$ cat config.mk
export PLATFORM = sky130hd
export DESIGN_NAME = ufc_config
export DESIGN_NICKNAME = d
export VERILOG_FILES = /design/src/shared/ufc_pkg.sv /design/src/ufc_config.sv
export SDC_FILE = /design/constraint.sdc
export NUM_CORES = 1
export LEC_CHECK = 0
export BUFFER_PORTS_ARGS = -buffer_cell sky130_fd_sc_hd__buf_2
export CAP_MARGIN = 25
export CORE_ASPECT_RATIO = 1.4
export CORE_MARGIN = 4
export CORE_UTILIZATION = 46
export CTS_BUF_LIST = sky130_fd_sc_hd__clkbuf_8 sky130_fd_sc_hd__clkbuf_16
export CTS_CLUSTER_DIAMETER = 80
export DETAILED_ROUTE_END_ITERATION = 12
export PLACE_DENSITY = 0.88
export SLEW_MARGIN = 30
export SYNTH_ARGS = -nofsm -noshare
export SYNTH_HDL_FRONTEND = slang
export SYNTH_SLANG_ARGS = --single-unit
export TNS_END_PERCENT = 30
$ cat constraint.sdc
create_clock -name i_sys_clk -period 1.85 [get_ports i_sys_clk]
set_input_delay 0.37 -clock i_sys_clk [delete_from_list [all_inputs] [get_ports i_sys_clk]]
set_output_delay 0.37 -clock i_sys_clk [all_outputs]
set_load 0.02 [all_outputs]
$ cat src/shared/ufc_pkg.sv
// Package for the UART FIFO and flow-control configuration block.
// Assumes a byte-wide register port driven by the bridge's host interface.
package ufc_pkg;
  localparam logic [2:0] OFS_FIFO_CTRL = 3'h2;
  localparam logic [2:0] OFS_LINE_CTRL = 3'h3;
  localparam logic [2:0] OFS_INT_ID    = 3'h2;
  localparam logic [7:0] FIFO_CTRL_RST = 8'h00;
  localparam logic [7:0] EFC_RST       = 8'h00;
  localparam logic [7:0] LINE_CTRL_RST = 8'h1D;
  localparam logic [7:0] EFC_KEY       = 8'hBF;
  // Field positions
  localparam int FC_EN      = 0;
  localparam int FC_RXRST   = 1;
  localparam int FC_TXRST   = 2;
  localparam int FC_TXT_LO  = 4;
  localparam int FC_RXT_LO  = 6;
  localparam int EF_CTS     = 7;
  localparam int EF_RTS     = 6;
  localparam int EF_SPEC    = 5;
  localparam int EF_ENH     = 4;
  localparam int LC_DIV     = 7;
  localparam int LC_BRK     = 6;
  localparam int SF_EFC_OFF = 2;
  localparam int EF_TXS_LO  = 2;
  localparam int EF_RXS_LO  = 0;
  // Flow-control select codes
  localparam logic [3:0] FLOW_ANY_1 = 4'hB;
  localparam logic [3:0] FLOW_ANY_2 = 4'h7;
  localparam logic [1:0] RXS_NONE   = 2'h0;
  localparam logic [1:0] RXS_SECOND = 2'h1;
  localparam logic [1:0] RXS_FIRST  = 2'h2;
  localparam logic [1:0] RXS_BOTH   = 2'h3;
  // Trigger levels, characters or spaces
  localparam logic [6:0] LVL_1  = 7'h01;
  localparam logic [6:0] LVL_8  = 7'h08;
  localparam logic [6:0] LVL_16 = 7'h10;
  localparam logic [6:0] LVL_32 = 7'h20;
  localparam logic [6:0] LVL_56 = 7'h38;
  localparam logic [6:0] LVL_60 = 7'h3C;
  localparam logic [6:0] DEPTH_FIFO   = 7'h40;
  localparam logic [6:0] DEPTH_SINGLE = 7'h01;
  // Pause/special character match states
  typedef enum logic [1:0] {
    UFC_NONE,
    UFC_PAUSE,
    UFC_SPECIAL
  } ufc_src_e;
endpackage : ufc_pkg

$ cat src/ufc_config.sv
// FIFO control, enhanced feature and line control bits for one UART channel.
// Assumes byte writes from the host port, and received bytes from the receiver.
//
// Contract
// - Receive trigger codes 00,01,10,11 select 8,16,56,60 characters.
// - Transmit trigger codes 00,01,10,11 select 8,16,32,56 free spaces.
// - Transmit FIFO reset bit clears the FIFO, spares shift register, self-clears.
// - Receive FIFO reset bit clears the FIFO, spares shift register, self-clears.
// - FIFO disabled: one character each way, other bits frozen, trigger one.
// - FIFO enabled: both FIFOs active, each holds 64 characters.
// - Transmit trigger field writable only while enhanced enable is one.
// - FIFO control at 02H writable only with divisor select zero; resets zero.
// - Enhanced feature at 02H reached with line control BF, special bit zero.
// - Enhanced bit 7 enables automatic CTS transmit flow control.
// - Enhanced bit 6 enables automatic RTS receive flow control.
// - Special detect: second pause char stored, special identification bit raised.
// - If flow compares second pause: byte dropped, pause and special raised.
// - Enhanced bit 4 gates writes to the transmit trigger field.
// - Select bits 3:2 choose transmitted pause/resume pairs.
// - Select bits 1:0 choose which pair the receiver compares.
// - Codes 1011 and 0111 let receiver accept either pair's character.
// - Codes 1111 and 0011 need both characters in sequence.
// - Line control bit 7 selects divisor latch; register resets to 1D.
// - Line control bit 6 forces transmit output low for break.
// - Special bit clears on identification read; pause-set clears on resume.
`timescale 1ns/100ps
module ufc_config
  import ufc_pkg::*;
(
  input  wire logic       i_sys_clk,
  input  wire logic       i_resetn,
  input  wire logic       i_wr_en,
  input  wire logic       i_rd_en,
  input  wire logic [2:0] i_addr,
  input  wire logic [7:0] i_wdata,
  input  wire logic [7:0] i_special_function,
  input  wire logic [7:0] i_resume_char_first,
  input  wire logic [7:0] i_resume_char_second,
  input  wire logic [7:0] i_pause_char_first,
  input  wire logic [7:0] i_pause_char_second,
  input  wire logic       i_rx_valid,
  input  wire logic [7:0] i_rx_data,
  input  wire logic       i_tx_serial,
  output logic            o_fifo_en,
  output logic            o_tx_fifo_clr,
  output logic            o_rx_fifo_clr,
  output logic [6:0]      o_rx_trigger,
  output logic [6:0]      o_tx_trigger,
  output logic [6:0]      o_fifo_depth,
  output logic            o_auto_cts,
  output logic            o_auto_rts,
  output logic            o_enhanced_en,
  output logic [1:0]      o_tx_flow_sel,
  output logic [1:0]      o_rx_flow_sel,
  output logic            o_divisor_sel,
  output logic            o_tx_pin,
  output logic            o_rx_store,
  output logic [7:0]      o_rx_store_data,
  output logic            o_pause_hit,
  output logic            o_resume_hit,
  output logic            o_special_int,
  output logic [7:0]      o_fifo_control,
  output logic [7:0]      o_enhanced_feature_control,
  output logic [7:0]      o_line_control
);

  logic [7:0] fifo_control_q;
  logic [7:0] efc_q;
  logic [7:0] line_control_q;
  logic [7:0] fifo_control_d;
  logic       special_q;
  logic       special_by_pause_q;
  logic       half_q;       // First character of a two-char sequence seen
  logic       half_pause_q; // That first character was a pause character

  // Address decode for the shared offset 02H and line control at 03H
  wire efc_key  = (line_control_q == EFC_KEY);
  wire efc_sel  = efc_key && !i_special_function[SF_EFC_OFF];
  wire wr_fc    = i_wr_en && (i_addr == OFS_FIFO_CTRL) && !efc_key
                  && !line_control_q[LC_DIV];
  wire wr_efc   = i_wr_en && (i_addr == OFS_FIFO_CTRL) && efc_sel;
  wire wr_lc    = i_wr_en && (i_addr == OFS_LINE_CTRL);
  wire rd_iid   = i_rd_en && (i_addr == OFS_INT_ID) && !line_control_q[LC_DIV]
                  && !efc_key;
  wire enh      = efc_q[EF_ENH];

  // Next FIFO control value: enable always, others only with FIFO enabled
  wire fen_new  = i_wdata[FC_EN];
  wire [1:0] tx_trig_new = enh ? i_wdata[FC_TXT_LO +: 2]
                               : fifo_control_q[FC_TXT_LO +: 2];
  always_comb begin
    fifo_control_d = fifo_control_q;
    fifo_control_d[FC_TXRST] = 1'b0;
    fifo_control_d[FC_RXRST] = 1'b0;
    if (wr_fc) begin
      fifo_control_d[FC_EN] = fen_new;
      if (fen_new) begin
        fifo_control_d[FC_RXT_LO +: 2] = i_wdata[FC_RXT_LO +: 2];
        fifo_control_d[FC_TXT_LO +: 2] = tx_trig_new;
        fifo_control_d[FC_TXRST]       = i_wdata[FC_TXRST];
        fifo_control_d[FC_RXRST]       = i_wdata[FC_RXRST];
      end
    end
  end

  // Trigger level lookup
  wire [1:0] rxc = fifo_control_q[FC_RXT_LO +: 2];
  wire [1:0] txc = fifo_control_q[FC_TXT_LO +: 2];
  wire [6:0] rx_lvl = (rxc == 2'h0) ? LVL_8 : (rxc == 2'h1) ? LVL_16 :
                      (rxc == 2'h2) ? LVL_56 : LVL_60;
  wire [6:0] tx_lvl = (txc == 2'h0) ? LVL_8 : (txc == 2'h1) ? LVL_16 :
                      (txc == 2'h2) ? LVL_32 : LVL_56;
  wire fen = fifo_control_q[FC_EN];

  // Receive character compare
  wire [1:0] txs = efc_q[EF_TXS_LO +: 2];
  wire [1:0] rxs = efc_q[EF_RXS_LO +: 2];
  wire p1 = (i_rx_data == i_pause_char_first);
  wire p2 = (i_rx_data == i_pause_char_second);
  wire r1 = (i_rx_data == i_resume_char_first);
  wire r2 = (i_rx_data == i_resume_char_second);
  wire any_pair = (efc_q[EF_RXS_LO +: 4] == FLOW_ANY_1) ||
                  (efc_q[EF_RXS_LO +: 4] == FLOW_ANY_2);
  wire both_seq = (rxs == RXS_BOTH) && !any_pair;
  wire p_single = any_pair ? (p1 || p2) : (rxs == RXS_FIRST) ? p1 :
                  (rxs == RXS_SECOND) ? p2 : 1'b0;
  wire r_single = any_pair ? (r1 || r2) : (rxs == RXS_FIRST) ? r1 :
                  (rxs == RXS_SECOND) ? r2 : 1'b0;
  // Two-character sequence: first then second of the same kind
  wire p_seq2   = both_seq && half_q && half_pause_q && p2;
  wire r_seq2   = both_seq && half_q && !half_pause_q && r2;
  wire p_first  = both_seq && p1;
  wire r_first  = both_seq && r1;
  wire flow_p2  = any_pair || (rxs == RXS_SECOND) || both_seq;      // Flow compares pause 2
  wire pause_ev = i_rx_valid && (p_single || p_seq2);
  wire resume_ev= i_rx_valid && (r_single || r_seq2);
  wire flow_chr = p_single || r_single || p_seq2 || r_seq2 || p_first || r_first;
  wire spec_ev  = i_rx_valid && efc_q[EF_SPEC] && p2;
  wire drop     = i_rx_valid && flow_chr && (rxs != RXS_NONE);
  wire spec_pause = spec_ev && flow_p2 && pause_ev;

  // Register update
  always_ff @(posedge i_sys_clk or negedge i_resetn) begin
    if (!i_resetn) begin
      fifo_control_q <= FIFO_CTRL_RST;
      efc_q          <= EFC_RST;
      line_control_q <= LINE_CTRL_RST;
    end else begin
      fifo_control_q <= fifo_control_d;
      if (wr_efc) efc_q <= i_wdata;
      if (wr_lc) line_control_q <= i_wdata;
    end
  end

  // Sequence tracker for two-character compare
  always_ff @(posedge i_sys_clk or negedge i_resetn) begin
    if (!i_resetn) begin
      half_q       <= 1'b0;
      half_pause_q <= 1'b0;
    end else if (i_rx_valid) begin
      half_q       <= p_first || r_first;
      half_pause_q <= p_first;
    end
  end

  // Special identification flag; set wins over clear
  always_ff @(posedge i_sys_clk or negedge i_resetn) begin
    if (!i_resetn) begin
      special_q          <= 1'b0;
      special_by_pause_q <= 1'b0;
    end else if (spec_ev) begin
      special_q          <= 1'b1;
      special_by_pause_q <= spec_pause;
    end else if ((special_by_pause_q && resume_ev) ||
                 (!special_by_pause_q && rd_iid)) begin
      special_q          <= 1'b0;
      special_by_pause_q <= 1'b0;
    end
  end

  // Registered outputs
  always_ff @(posedge i_sys_clk or negedge i_resetn) begin
    if (!i_resetn) begin
      o_fifo_en      <= 1'b0;
      o_tx_fifo_clr  <= 1'b0;
      o_rx_fifo_clr  <= 1'b0;
      o_rx_trigger   <= LVL_1;
      o_tx_trigger   <= LVL_1;
      o_fifo_depth   <= DEPTH_SINGLE;
      o_auto_cts     <= 1'b0;
      o_auto_rts     <= 1'b0;
      o_enhanced_en  <= 1'b0;
      o_tx_flow_sel  <= 2'h0;
      o_rx_flow_sel  <= 2'h0;
      o_divisor_sel  <= 1'b0;
      o_tx_pin       <= 1'b1;
      o_rx_store     <= 1'b0;
      o_rx_store_data<= 8'h00;
      o_pause_hit    <= 1'b0;
      o_resume_hit   <= 1'b0;
      o_special_int  <= 1'b0;
      o_fifo_control <= FIFO_CTRL_RST;
      o_enhanced_feature_control <= EFC_RST;
      o_line_control <= LINE_CTRL_RST;
    end else begin
      o_fifo_en      <= fen;
      o_tx_fifo_clr  <= fifo_control_q[FC_TXRST];
      o_rx_fifo_clr  <= fifo_control_q[FC_RXRST];
      o_rx_trigger   <= fen ? rx_lvl : LVL_1;
      o_tx_trigger   <= fen ? tx_lvl : LVL_1;
      o_fifo_depth   <= fen ? DEPTH_FIFO : DEPTH_SINGLE;
      o_auto_cts     <= efc_q[EF_CTS];
      o_auto_rts     <= efc_q[EF_RTS];
      o_enhanced_en  <= enh;
      o_tx_flow_sel  <= txs;
      o_rx_flow_sel  <= rxs;
      o_divisor_sel  <= line_control_q[LC_DIV];
      o_tx_pin       <= i_tx_serial && !line_control_q[LC_BRK];
      o_rx_store     <= i_rx_valid && !drop;
      o_rx_store_data<= i_rx_data;
      o_pause_hit    <= pause_ev;
      o_resume_hit   <= resume_ev;
      o_special_int  <= special_q;
      o_fifo_control <= fifo_control_q;
      o_enhanced_feature_control <= efc_q;
      o_line_control <= line_control_q;
    end
  end
endmodule : ufc_config

==> impl_metrics.yaml, run 1 <==
clock_tree:
  cts_sinks: 71
  htree_levels: 3
  post_cts_resized: 0
  path_clk_slew_ps: 70
  cts.path.max_buffers: 2
  hold_buffers: 1
  cts_made_buffers: 9
  cts_tree: "done"
  post_cts_buffers: 0
  clk_latency_ps: 330
  cts_root_buf: "clkbuf_8"
die:
  core_area_mm2: 0.00617
  rows: 34
  dieHeight_um: 102
  die-area_mm2: 0.00768
  ioPinCount: 134
  initial_core_util: 0.472
  dieWidth_um: 75.2
cells_and_area:
  syn2layout_area_growth_pct: 28.7
  nets: 409
  drive_above_1_share: 0.484
  utilization: 0.607
  n_antenna_cell: 0
sta:
  hold_violations: 0
  slew_viol_final: 0
  setup_viol: 0
  fin_crit_ps: 1650
  tns_ps: 0
  post-route-period-util: 0.893
  rsz0062_at_grt: "false"
  setup_slack_ps: 197
  skew_ps: 7.90
  achievable-frequency_mhz: 605
critical_path:
  path_class: "flip-flop to flip-flop"
  critPathLaunchType: "flip-flop"
  ff2ff_path_depth: 5
  required_ps: 2070
  cp.arrival_ps: 1870
  r2r_start: "line_control_q[6]$_DFFE_PN0P_"
  crit_chain: "and4bb_1 > nand4_1 > nor3_4 > buf_4 > mux2_2"
  critical-path-top-delay-family: "simple AND/OR/NAND/NOR gates"
  slowest_delay_ps: 400
  r2r-end: "efc_q[2]$_DFFE_PN0P_"
  cp_max_fo: 7
  critPathCaptureType: "flip-flop"
  reg2reg_slack_ps: 200
  cp.buffers_inverters: 1
  slowest_stage: "dfrtp_1"
synth:
  synth_area_leader_cell: "dfrtp_1"
  synth_area_leaders: "dfrtp_1, dfstp_2, xor2_1"
  ys_types: 31
  synth_seq_cells: 71
  syn_inst: 224
  synth_area_mm2: 0.00291
  synth-seq-area-share: 0.615
  yosys_warnings: 0
  synth_edf_count: 0
  async_flop_share: 1.00
  synth.most_common_cell: "dfrtp_1"
  ys.flop_type: "dfrtp_1"
  syn_area_per_cell_um2: 13.0
  netlist.area_leader.share: 0.525
  netlist_top_cells_count: "dfrtp_1, buf_4, xor2_1, mux2_2, nand2_1"
worst_hold_path:
  min-delay-start: "i_rx_data[2]"
  worstHoldPathType: "input port to flip-flop"
  min_path_cells: 1
  hold_end: "o_rx_store_data[2]$_DFF_PN0_"
global_routing:
  use_met1: 0.170
  grt_max_degree: 30
  antenna_found_initial: 0
  grt_pass1_wl_um: 9070
  grt-busiest-layer: "met2"
  use_met2: 0.276
  grt_pass1_vias: 1975
  track_usage: 0.159
  use_met3: 0.0640
  grt_overflow: 0
power:
  swShare: 0.257
  p_per_area_mw_per_mm2: 1040
  p_switching_w: 0.00100
  power.internal_w: 0.00290
  clock_power_share: 0.381
  ir_drop_mv: 0.562
  p_leak_nw: 2.00
  p_seq_frac: 0.466
  power_frac_comb: 0.153
detailed_routing:
  vias: 2021
  first_pass_iters: 4
  vias_per_cell: 4.82
  drc: 0
  ant_nets: 0
  wl_per_cell_um: 14.3
  drt_iter0_drc: 39
  drt_wl_total_um: 5990
flow_run:
  drv_cap: 0
placed_design:
  port_buffers: 115
  gp_congestion: 0.921
  place_ws_ps: 86.3
  dp_hpwl_um: 4890
status:
  status: "completed"
[per-layer routing]
layer,vias to the layer above,part of all wire,wire length [um]
li1,952,-,-
met1,942,0.36,2140
met2,117,0.51,3050
met3,10,0.11,689
met4,0,0.019,116
met5,-,0,0
[stage by stage]
step / hold WS [ps] / cells / instance area [um^2] / power, W
finish: 233 / 419 / 3750 / 0.00390
global route: 206 / 419 / 3750 / 0.00407
floorplan: 74.4 / 234 / 2950 / 0.00221
global placement: 304 / 402 / 3490 / 0.00243
detailed placement: 311 / 402 / 3490 / 0.00245
CTS: 215 / 419 / 3750 / 0.00394
[cells by family (layout without fill, tap and decap cells)]
| kind of cell | Yosys count | after routing | synth area share |
|---|---|---|---|
| AOI/OAI and AO/OA | 13 | 13 | 0.0284 |
| DFF | 71 | 71 | 0.615 |
| other | 1 | 11 | 0.00129 |
| buffers and inverters | 32 | 145 | 0.0739 |
| xor gates and xnor gates | 33 | 33 | 0.0993 |
| muxes | 18 | 18 | 0.0696 |
| and+or+nand+nor | 54 | 54 | 0.104 |
| adders and majority gates | 2 | 2 | 0.00860 |
[sequential cells by signal (all words and copies together) (netlist names), 3 cells and up]
signal,flops
o_rx_store_data,8
fifo_control_q,7
line_control_q,8
o_rx_trigger,4
o_enhanced_feature_control,5
o_fifo_control,7
efc_q,8
o_line_control,7
o_tx_trigger,3
[cells in the final DEF (no fill, tap or decap), types with 2 or more instances in the layout]
master / netlist / layout
nor3_1: 2 / 2
and2_1: 3 / 3
buf_4: 25 / 7
o2bb2ai_1: 2 / 2
dfstp_2: 10 / 10
nor2_1: 9 / 9
xnor2_1: 9 / 9
inv_1: 6 / 7
a21oi_1: 5 / 5
ha_1: 2 / 2
nor4_1: 6 / 6
nand3_1: 4 / 4
o21ai_0: 3 / 3
clkbuf_8: 0 / 10
buf_2: 0 / 114
dfrtp_1: 61 / 61
mux2_2: 18 / 18
nand2_1: 13 / 13
nand4_1: 6 / 6
conb_1: 1 / 11
and3_1: 3 / 3
xor2_1: 24 / 24
a21o_1: 2 / 2
bufinv_16: 0 / 3
[power by group through the flow]
stage / Clock (W) / Combinational [W] / Sequential (W)
CTS: 0.00152 / 0.000608 / 0.00182
floorplan: 0 / 0.000250 / 0.00196
detailed placement: 0 / 0.000606 / 0.00185
global route: 0.00159 / 0.000652 / 0.00183
finish: 0.00149 / 0.000598 / 0.00182
global placement: 0 / 0.000590 / 0.00184
[layout make-up]
type | instances | area [um^2]
Clock buffer | 10 | 138
Clock inverter | 6 | 110
Fill cell | 490 | 2420
Inverter | 6 | 22.5
Multi-Input combinational cell | 131 | 943
Sequential cell | 71 | 1790
Tap cell | 72 | 90.1
Timing Repair Buffer | 123 | 653
[worst max path at each step]
| stage | end | from | slack (ps) | cells after the start |
|---|---|---|---|---|
| finish | efc_q[2]$_DFFE_PN0P_ | line_control_q[6]$_DFFE_PN0P_ | 200 | 5 |
| global route | efc_q[1]$_DFFE_PN0P_ | line_control_q[6]$_DFFE_PN0P_ | 110 | 5 |
| CTS | efc_q[2]$_DFFE_PN0P_ | line_control_q[6]$_DFFE_PN0P_ | 180 | 5 |
| detailed placement | efc_q[2]$_DFFE_PN0P_ | i_addr[2] | 90 | 6 |
| global placement | efc_q[2]$_DFFE_PN0P_ | i_special_function[2] | 150 | 6 |
| floorplan | efc_q[1]$_DFFE_PN0P_ | i_special_function[2] | 270 | 4 |
(Power assumes the default switching activity.)
==> run 2, diff against run 1 <==
--- a/config.mk
+++ b/config.mk
@@ -7,9 +7,11 @@
 export LEC_CHECK = 0
 export BUFFER_PORTS_ARGS = -buffer_cell sky130_fd_sc_hd__buf_2
 export CAP_MARGIN = 25
+export CELL_PAD_IN_SITES_DETAIL_PLACEMENT = 0
+export CELL_PAD_IN_SITES_GLOBAL_PLACEMENT = 1
 export CORE_ASPECT_RATIO = 1.4
 export CORE_MARGIN = 4
-export CORE_UTILIZATION = 46
+export CORE_UTILIZATION = 35
 export CTS_BUF_LIST = sky130_fd_sc_hd__clkbuf_8 sky130_fd_sc_hd__clkbuf_16
 export CTS_CLUSTER_DIAMETER = 80
 export DETAILED_ROUTE_END_ITERATION = 12
==> run 2 against run 1 <==
Sequential power about the same. Hold slack better by 4.8 ps. Non-clock buffer count fell by 1. Clock skew shrank 0.75 ps. Wire length up 7.4%. Sequential cell count unchanged. Die area rose by 28%. Core utilization decreased by 14 points. Total power rose by 1.2%. Sequential share of layout area decreased by 0.68 points. Combinational power barely moved. Setup slack got worse by 35 ps. Critical path type unchanged. Largest power group unchanged.
==> impl_metrics.yaml, run 2 (synthesis gave the netlist of run 1 again) <==
critical_path:
  slowest_delay_ps: 400
  slowest_stage: "dfrtp_1"
  critPathCaptureType: "flip-flop"
  crit_chain: "and4bb_1 > nand4_1 > nor3_4 > buf_4 > mux2_2"
  critPathLaunchType: "flip-flop"
  cp.buffers_inverters: 1
  path_class: "flip-flop to flip-flop"
  reg2reg_slack_ps: 160
  cp_max_fo: 5
  cp.arrival_ps: 1890
  required_ps: 2060
  critical-path-top-delay-family: "simple AND/OR/NAND/NOR gates"
sta:
  fin_crit_ps: 1690
  hold_violations: 0
  skew_ps: 7.16
  relSlewSlack: 0.659
  setup_viol: 0
  post-route-period-util: 0.912
  holdWs_ps: 237
  tns_ps: 0
  worst_pin_slew_ps: 507
  achievable-frequency_mhz: 593
  rsz0062_at_grt: "false"
  slew_viol_final: 0
clock_tree:
  post_cts_resized: 0
  cts.path.max_buffers: 2
  post_cts_buffers: 0
  htree_levels: 3
  cts_tree: "done"
  path_clk_slew_ps: 60
  hold_buffers: 1
  cts_made_buffers: 9
  cts_sinks: 71
  cts_root_buf: "clkbuf_16"
  clk_latency_ps: 330
global_routing:
  grt_pass1_vias: 2056
  track_usage: 0.139
  grt_pass1_wl_um: 10200
  grt_overflow: 0
  grt_max_degree: 41
  antenna_found_initial: 0
cells_and_area:
  layout_common_cells: "buf_2, dfrtp_1, xor2_1, mux2_2, nand2_1"
  final_common_cell: "buf_2"
  seq_area_mm2: 0.00179
  nets: 408
  multiInputGateArea_um2: 943
  utilization: 0.466
  drive_above_1_share: 0.480
  reg_top3: "efc_q (8), line_control_q (8), o_rx_store_data (8)"
  num-fill-cells: 753
  syn2layout_area_growth_pct: 30.6
die:
  die-area_mm2: 0.00986
  ioPinCount: 134
  dieHeight_um: 116
  dieWidth_um: 85.1
  core_area_mm2: 0.00815
  initial_core_util: 0.357
  rows: 39
detailed_routing:
  ant_nets: 0
  drt_wl_total_um: 6430
  drt_iter0_drc: 77
  drc: 0
  vias_per_cell: 4.54
  first_pass_iters: 4
  wl_per_cell_um: 14.3
  vias: 2037
power:
  p_per_area_mw_per_mm2: 1040
  ir_drop_mv: 0.526
  p_leak_nw: 2.01
placed_design:
  dp_hpwl_um: 5070
  gp_congestion: 0.848
  port_buffers: 115
worst_hold_path:
  worstHoldPathType: "input port to flip-flop"
status:
  status: "completed"
flow_run:
  drv_cap: 0
run 2: path summary, 6_finish.rpt:
check                                              start                             to  cells after the start
max                        line_control_q[6]$_DFFE_PN0P_           efc_q[4]$_DFFE_PN0P_                      5
min                                         i_rx_data[3]   o_rx_store_data[3]$_DFF_PN0_                      1
max reg2reg                line_control_q[6]$_DFFE_PN0P_           efc_q[4]$_DFFE_PN0P_                      5
min reg2reg                  fifo_control_q[1]$_DFF_PN0_    o_fifo_control[1]$_DFF_PN0_                      0
max in group asynchronous                       i_resetn  line_control_q[3]$_DFFE_PN1P_                      3
min in group asynchronous                       i_resetn   o_rx_store_data[5]$_DFF_PN0_                      2
run 2: metal layers:
| metal | GRT usage | share of wire | vias up |
|---|---|---|---|
| met3 | 0.0654 | 0.13 | 11 |
| li1 | - | - | 950 |
| met1 | 0.148 | 0.34 | 943 |
| met4 | 0.0707 | 0.024 | 0 |
| met5 | 0 | 0 | - |
| met2 | 0.229 | 0.50 | 133 |
run 2: cell type report:
class,count,share of cell area
diodes,1,0.000659
clock buffers,10,0.0629
clock inverters,6,0.00790
inverters,6,0.00593
multi-input cells,131,0.248
flip-flops and latches,71,0.471
well taps,102,0.0336
repair buffers,122,0.170
run 2: metrics by stage:
step / std cells / cell area, um^2 / total power (W) / setup WS [ps]
floorplan: 234 / 2950 / 0.00221 / 275
global placement: 431 / 3520 / 0.00243 / 154
detailed placement: 431 / 3520 / 0.00245 / 108
CTS: 448 / 3800 / 0.00403 / 156
global route: 448 / 3800 / 0.00415 / 119
finish: 449 / 3800 / 0.00395 / 162
run 2: power breakdown:
group          leakage, nW  internal [W]  switching [W]  total [W]
clock                0.141      0.000924       0.000598    0.00152
sequential           0.897       0.00174      0.0000864    0.00183
combinational        0.977      0.000229       0.000370   0.000598
total                 2.01       0.00289        0.00105    0.00395
==> run 3, diff against run 2 <==
--- a/config.mk
+++ b/config.mk
@@ -15,7 +15,10 @@
 export CTS_BUF_LIST = sky130_fd_sc_hd__clkbuf_8 sky130_fd_sc_hd__clkbuf_16
 export CTS_CLUSTER_DIAMETER = 80
 export DETAILED_ROUTE_END_ITERATION = 12
+export HOLD_SLACK_MARGIN = 0.15
+export MAX_ROUTING_LAYER = met4
 export PLACE_DENSITY = 0.88
+export RECOVER_POWER = 25
 export SLEW_MARGIN = 30
 export SYNTH_ARGS = -nofsm -noshare
 export SYNTH_HDL_FRONTEND = slang
==> run 3 against run 2 <==
Global-route usage barely moved. Clock-buffer cell count fell by 1. Clock power rose by 18%. Cell count did not move. Register-to-register slack improved by 30 ps. Setup slack improved by 31 ps. Core utilization rose by 0.40 points. Largest cell class unchanged. Die area did not move. Sequential power barely moved. First-iteration DRC count fell by 35%. Fmax rose by 1.9%. Largest power group unchanged. Via count fell by 1.8%.
==> impl_metrics.yaml, run 3 (synthesis gave the netlist of run 1 again) <==
status:
  status: "completed"
clock_tree:
  cts_sinks: 71
  cts_root_buf: "clkbuf_16"
  htree_levels: 3
  cts_made_buffers: 9
  path_clk_slew_ps: 60
  clk_latency_ps: 330
  post_cts_buffers: 0
  cts.path.max_buffers: 2
  post_cts_resized: 0
  cts_tree: "done"
detailed_routing:
  drt_iter0_drc: 50
  routed-wl-met2_um: 3230
  wl_per_cell_um: 14.2
  topRoutingLayerUsed: "met4"
  drt_wl_total_um: 6380
  vias_per_cell: 4.45
  met3WireLength_um: 598
  wirelength_met1_um: 2430
  first_pass_iters: 4
  drc: 0
  vias: 2000
  ant_nets: 0
die:
  initial_core_util: 0.357
  core_area_mm2: 0.00815
  dieWidth_um: 85.1
  dieHeight_um: 116
  die-area_mm2: 0.00986
  ioPinCount: 134
  rows: 39
worst_hold_path:
  min-delay-start: "i_tx_serial"
  worstHoldPathType: "input port to flip-flop"
sta:
  achievable-frequency_mhz: 604
  hold_violations: 0
  rsz0062_at_grt: "false"
  worst_pin_slew_ps: 832
  setup_slack_ps: 193
  relSlewSlack: 0.445
  post-route-period-util: 0.896
  tns_ps: 0
  fin_crit_ps: 1660
  slew_viol_final: 0
  setup_viol: 0
  skew_ps: 6.44
power:
  power_w: 0.00420
  ir_drop_mv: 0.587
  p_per_area_mw_per_mm2: 1090
  p_leak_nw: 2.01
critical_path:
  crit_chain: "and4bb_1 > nand4_1 > nor3_4 > buf_4 > mux2_2"
  critPathCaptureType: "flip-flop"
  critPathLaunch: "line_control_q[6]$_DFFE_PN0P_"
  cp_max_fo: 5
  slowest_stage: "dfrtp_1"
  critPathLaunchType: "flip-flop"
  cp.arrival_ps: 1860
  path_class: "flip-flop to flip-flop"
  required_ps: 2060
  r2r_start: "line_control_q[6]$_DFFE_PN0P_"
  slowest_delay_ps: 410
global_routing:
  antenna_found_initial: 1
  grt_pass1_wl_um: 9900
  grt_overflow: 0
  track_usage: 0.139
  grt_max_degree: 40
  grt_pass1_vias: 1989
placed_design:
  gp_congestion: 0.869
  port_buffers: 115
  dp_hpwl_um: 5070
  place_ws_ps: 117
cells_and_area:
  layout_common_cells: "buf_2, dfrtp_1, xor2_1, mux2_2, nand2_1"
  syn2layout_area_growth_pct: 31.7
  drive_above_1_share: 0.445
  reg_top3: "efc_q (8), line_control_q (8), o_rx_store_data (8)"
  final_common_cell: "buf_2"
  nets: 408
flow_run:
  drv_cap: 0
==> run 3: changes by cell type in the layout (fill, tap and decap cells not counted) <==
cell / before / now
clkbuf_1: 0 / 8
clkinv_2: 3 / 1
buf_4: 6 / 5
clkbuf_2: 0 / 1
inv_6: 0 / 1
buf_2: 114 / 106
dfstp_2: 10 / 6
clkbuf_8: 1 / 0
bufinv_16: 0 / 2
dfstp_1: 0 / 4
==> run 3: worst max-delay path, delay by kind of cell, from the launching register on <==
family | cells | cell delay (ps)
buf+inv | 1 | 170
simple gates | 3 | 620
flops | 1 | 410
mux | 1 | 330
==> run 3: stage by stage <==
step                      hold slack [ps]   util  std cells  cell area [um^2]
after floorplan                      74.4      -        234              2950
after global placement                333  0.432        431              3520
after detailed placement              338  0.432        431              3520
after CTS                             227  0.472        448              3840
after global routing                  273  0.470        449              3830
final                                 270  0.470        449              3830
==> run 3: layer usage <==
metal | track usage | vias up
met5 | - | -
met4 | 0.0771 | 0
met3 | 0.0356 | 8
met2 | 0.233 | 110
met1 | 0.149 | 936
li1 | - | 946
==> run 3: cell type report <==
class	instances	area (um^2)
Timing Repair Buffer	122	633
Tap cell	102	128
Inverter	6	22.5
Fill cell	753	4320
Clock inverter	7	88.8
Antenna cell	1	2.50
Clock buffer	9	225
Multi-Input combinational cell	131	943
Sequential cell	71	1790
==> run 3: power by group <==
part           switching (W)  internal (W)
clock network       0.000614       0.00117
registers          0.0000869       0.00173
logic               0.000365      0.000225
total                0.00107       0.00313
==> run 3: timing repair <==
item | CTS | global route
hold buffers | 1 | 0
setup endpoints to repair | 0 | 0
endpoints found under the hold margin | 29 | 0
==> run 3: final timing paths <==
check                                               endpoint  slack, ps  cells past startpoint
max in group asynchronous          o_fifo_depth[0]$_DFF_PN1_        430                      3
worst min register to register   o_fifo_control[2]$_DFF_PN0_        350                      0
min in group asynchronous       o_rx_store_data[5]$_DFF_PN0_        680                      2
worst max register to register          efc_q[5]$_DFFE_PN0P_        190                      5
worst min-delay path                      o_tx_pin$_DFF_PN1_        270                      2
worst max-delay path                    efc_q[5]$_DFFE_PN0P_        190                      5
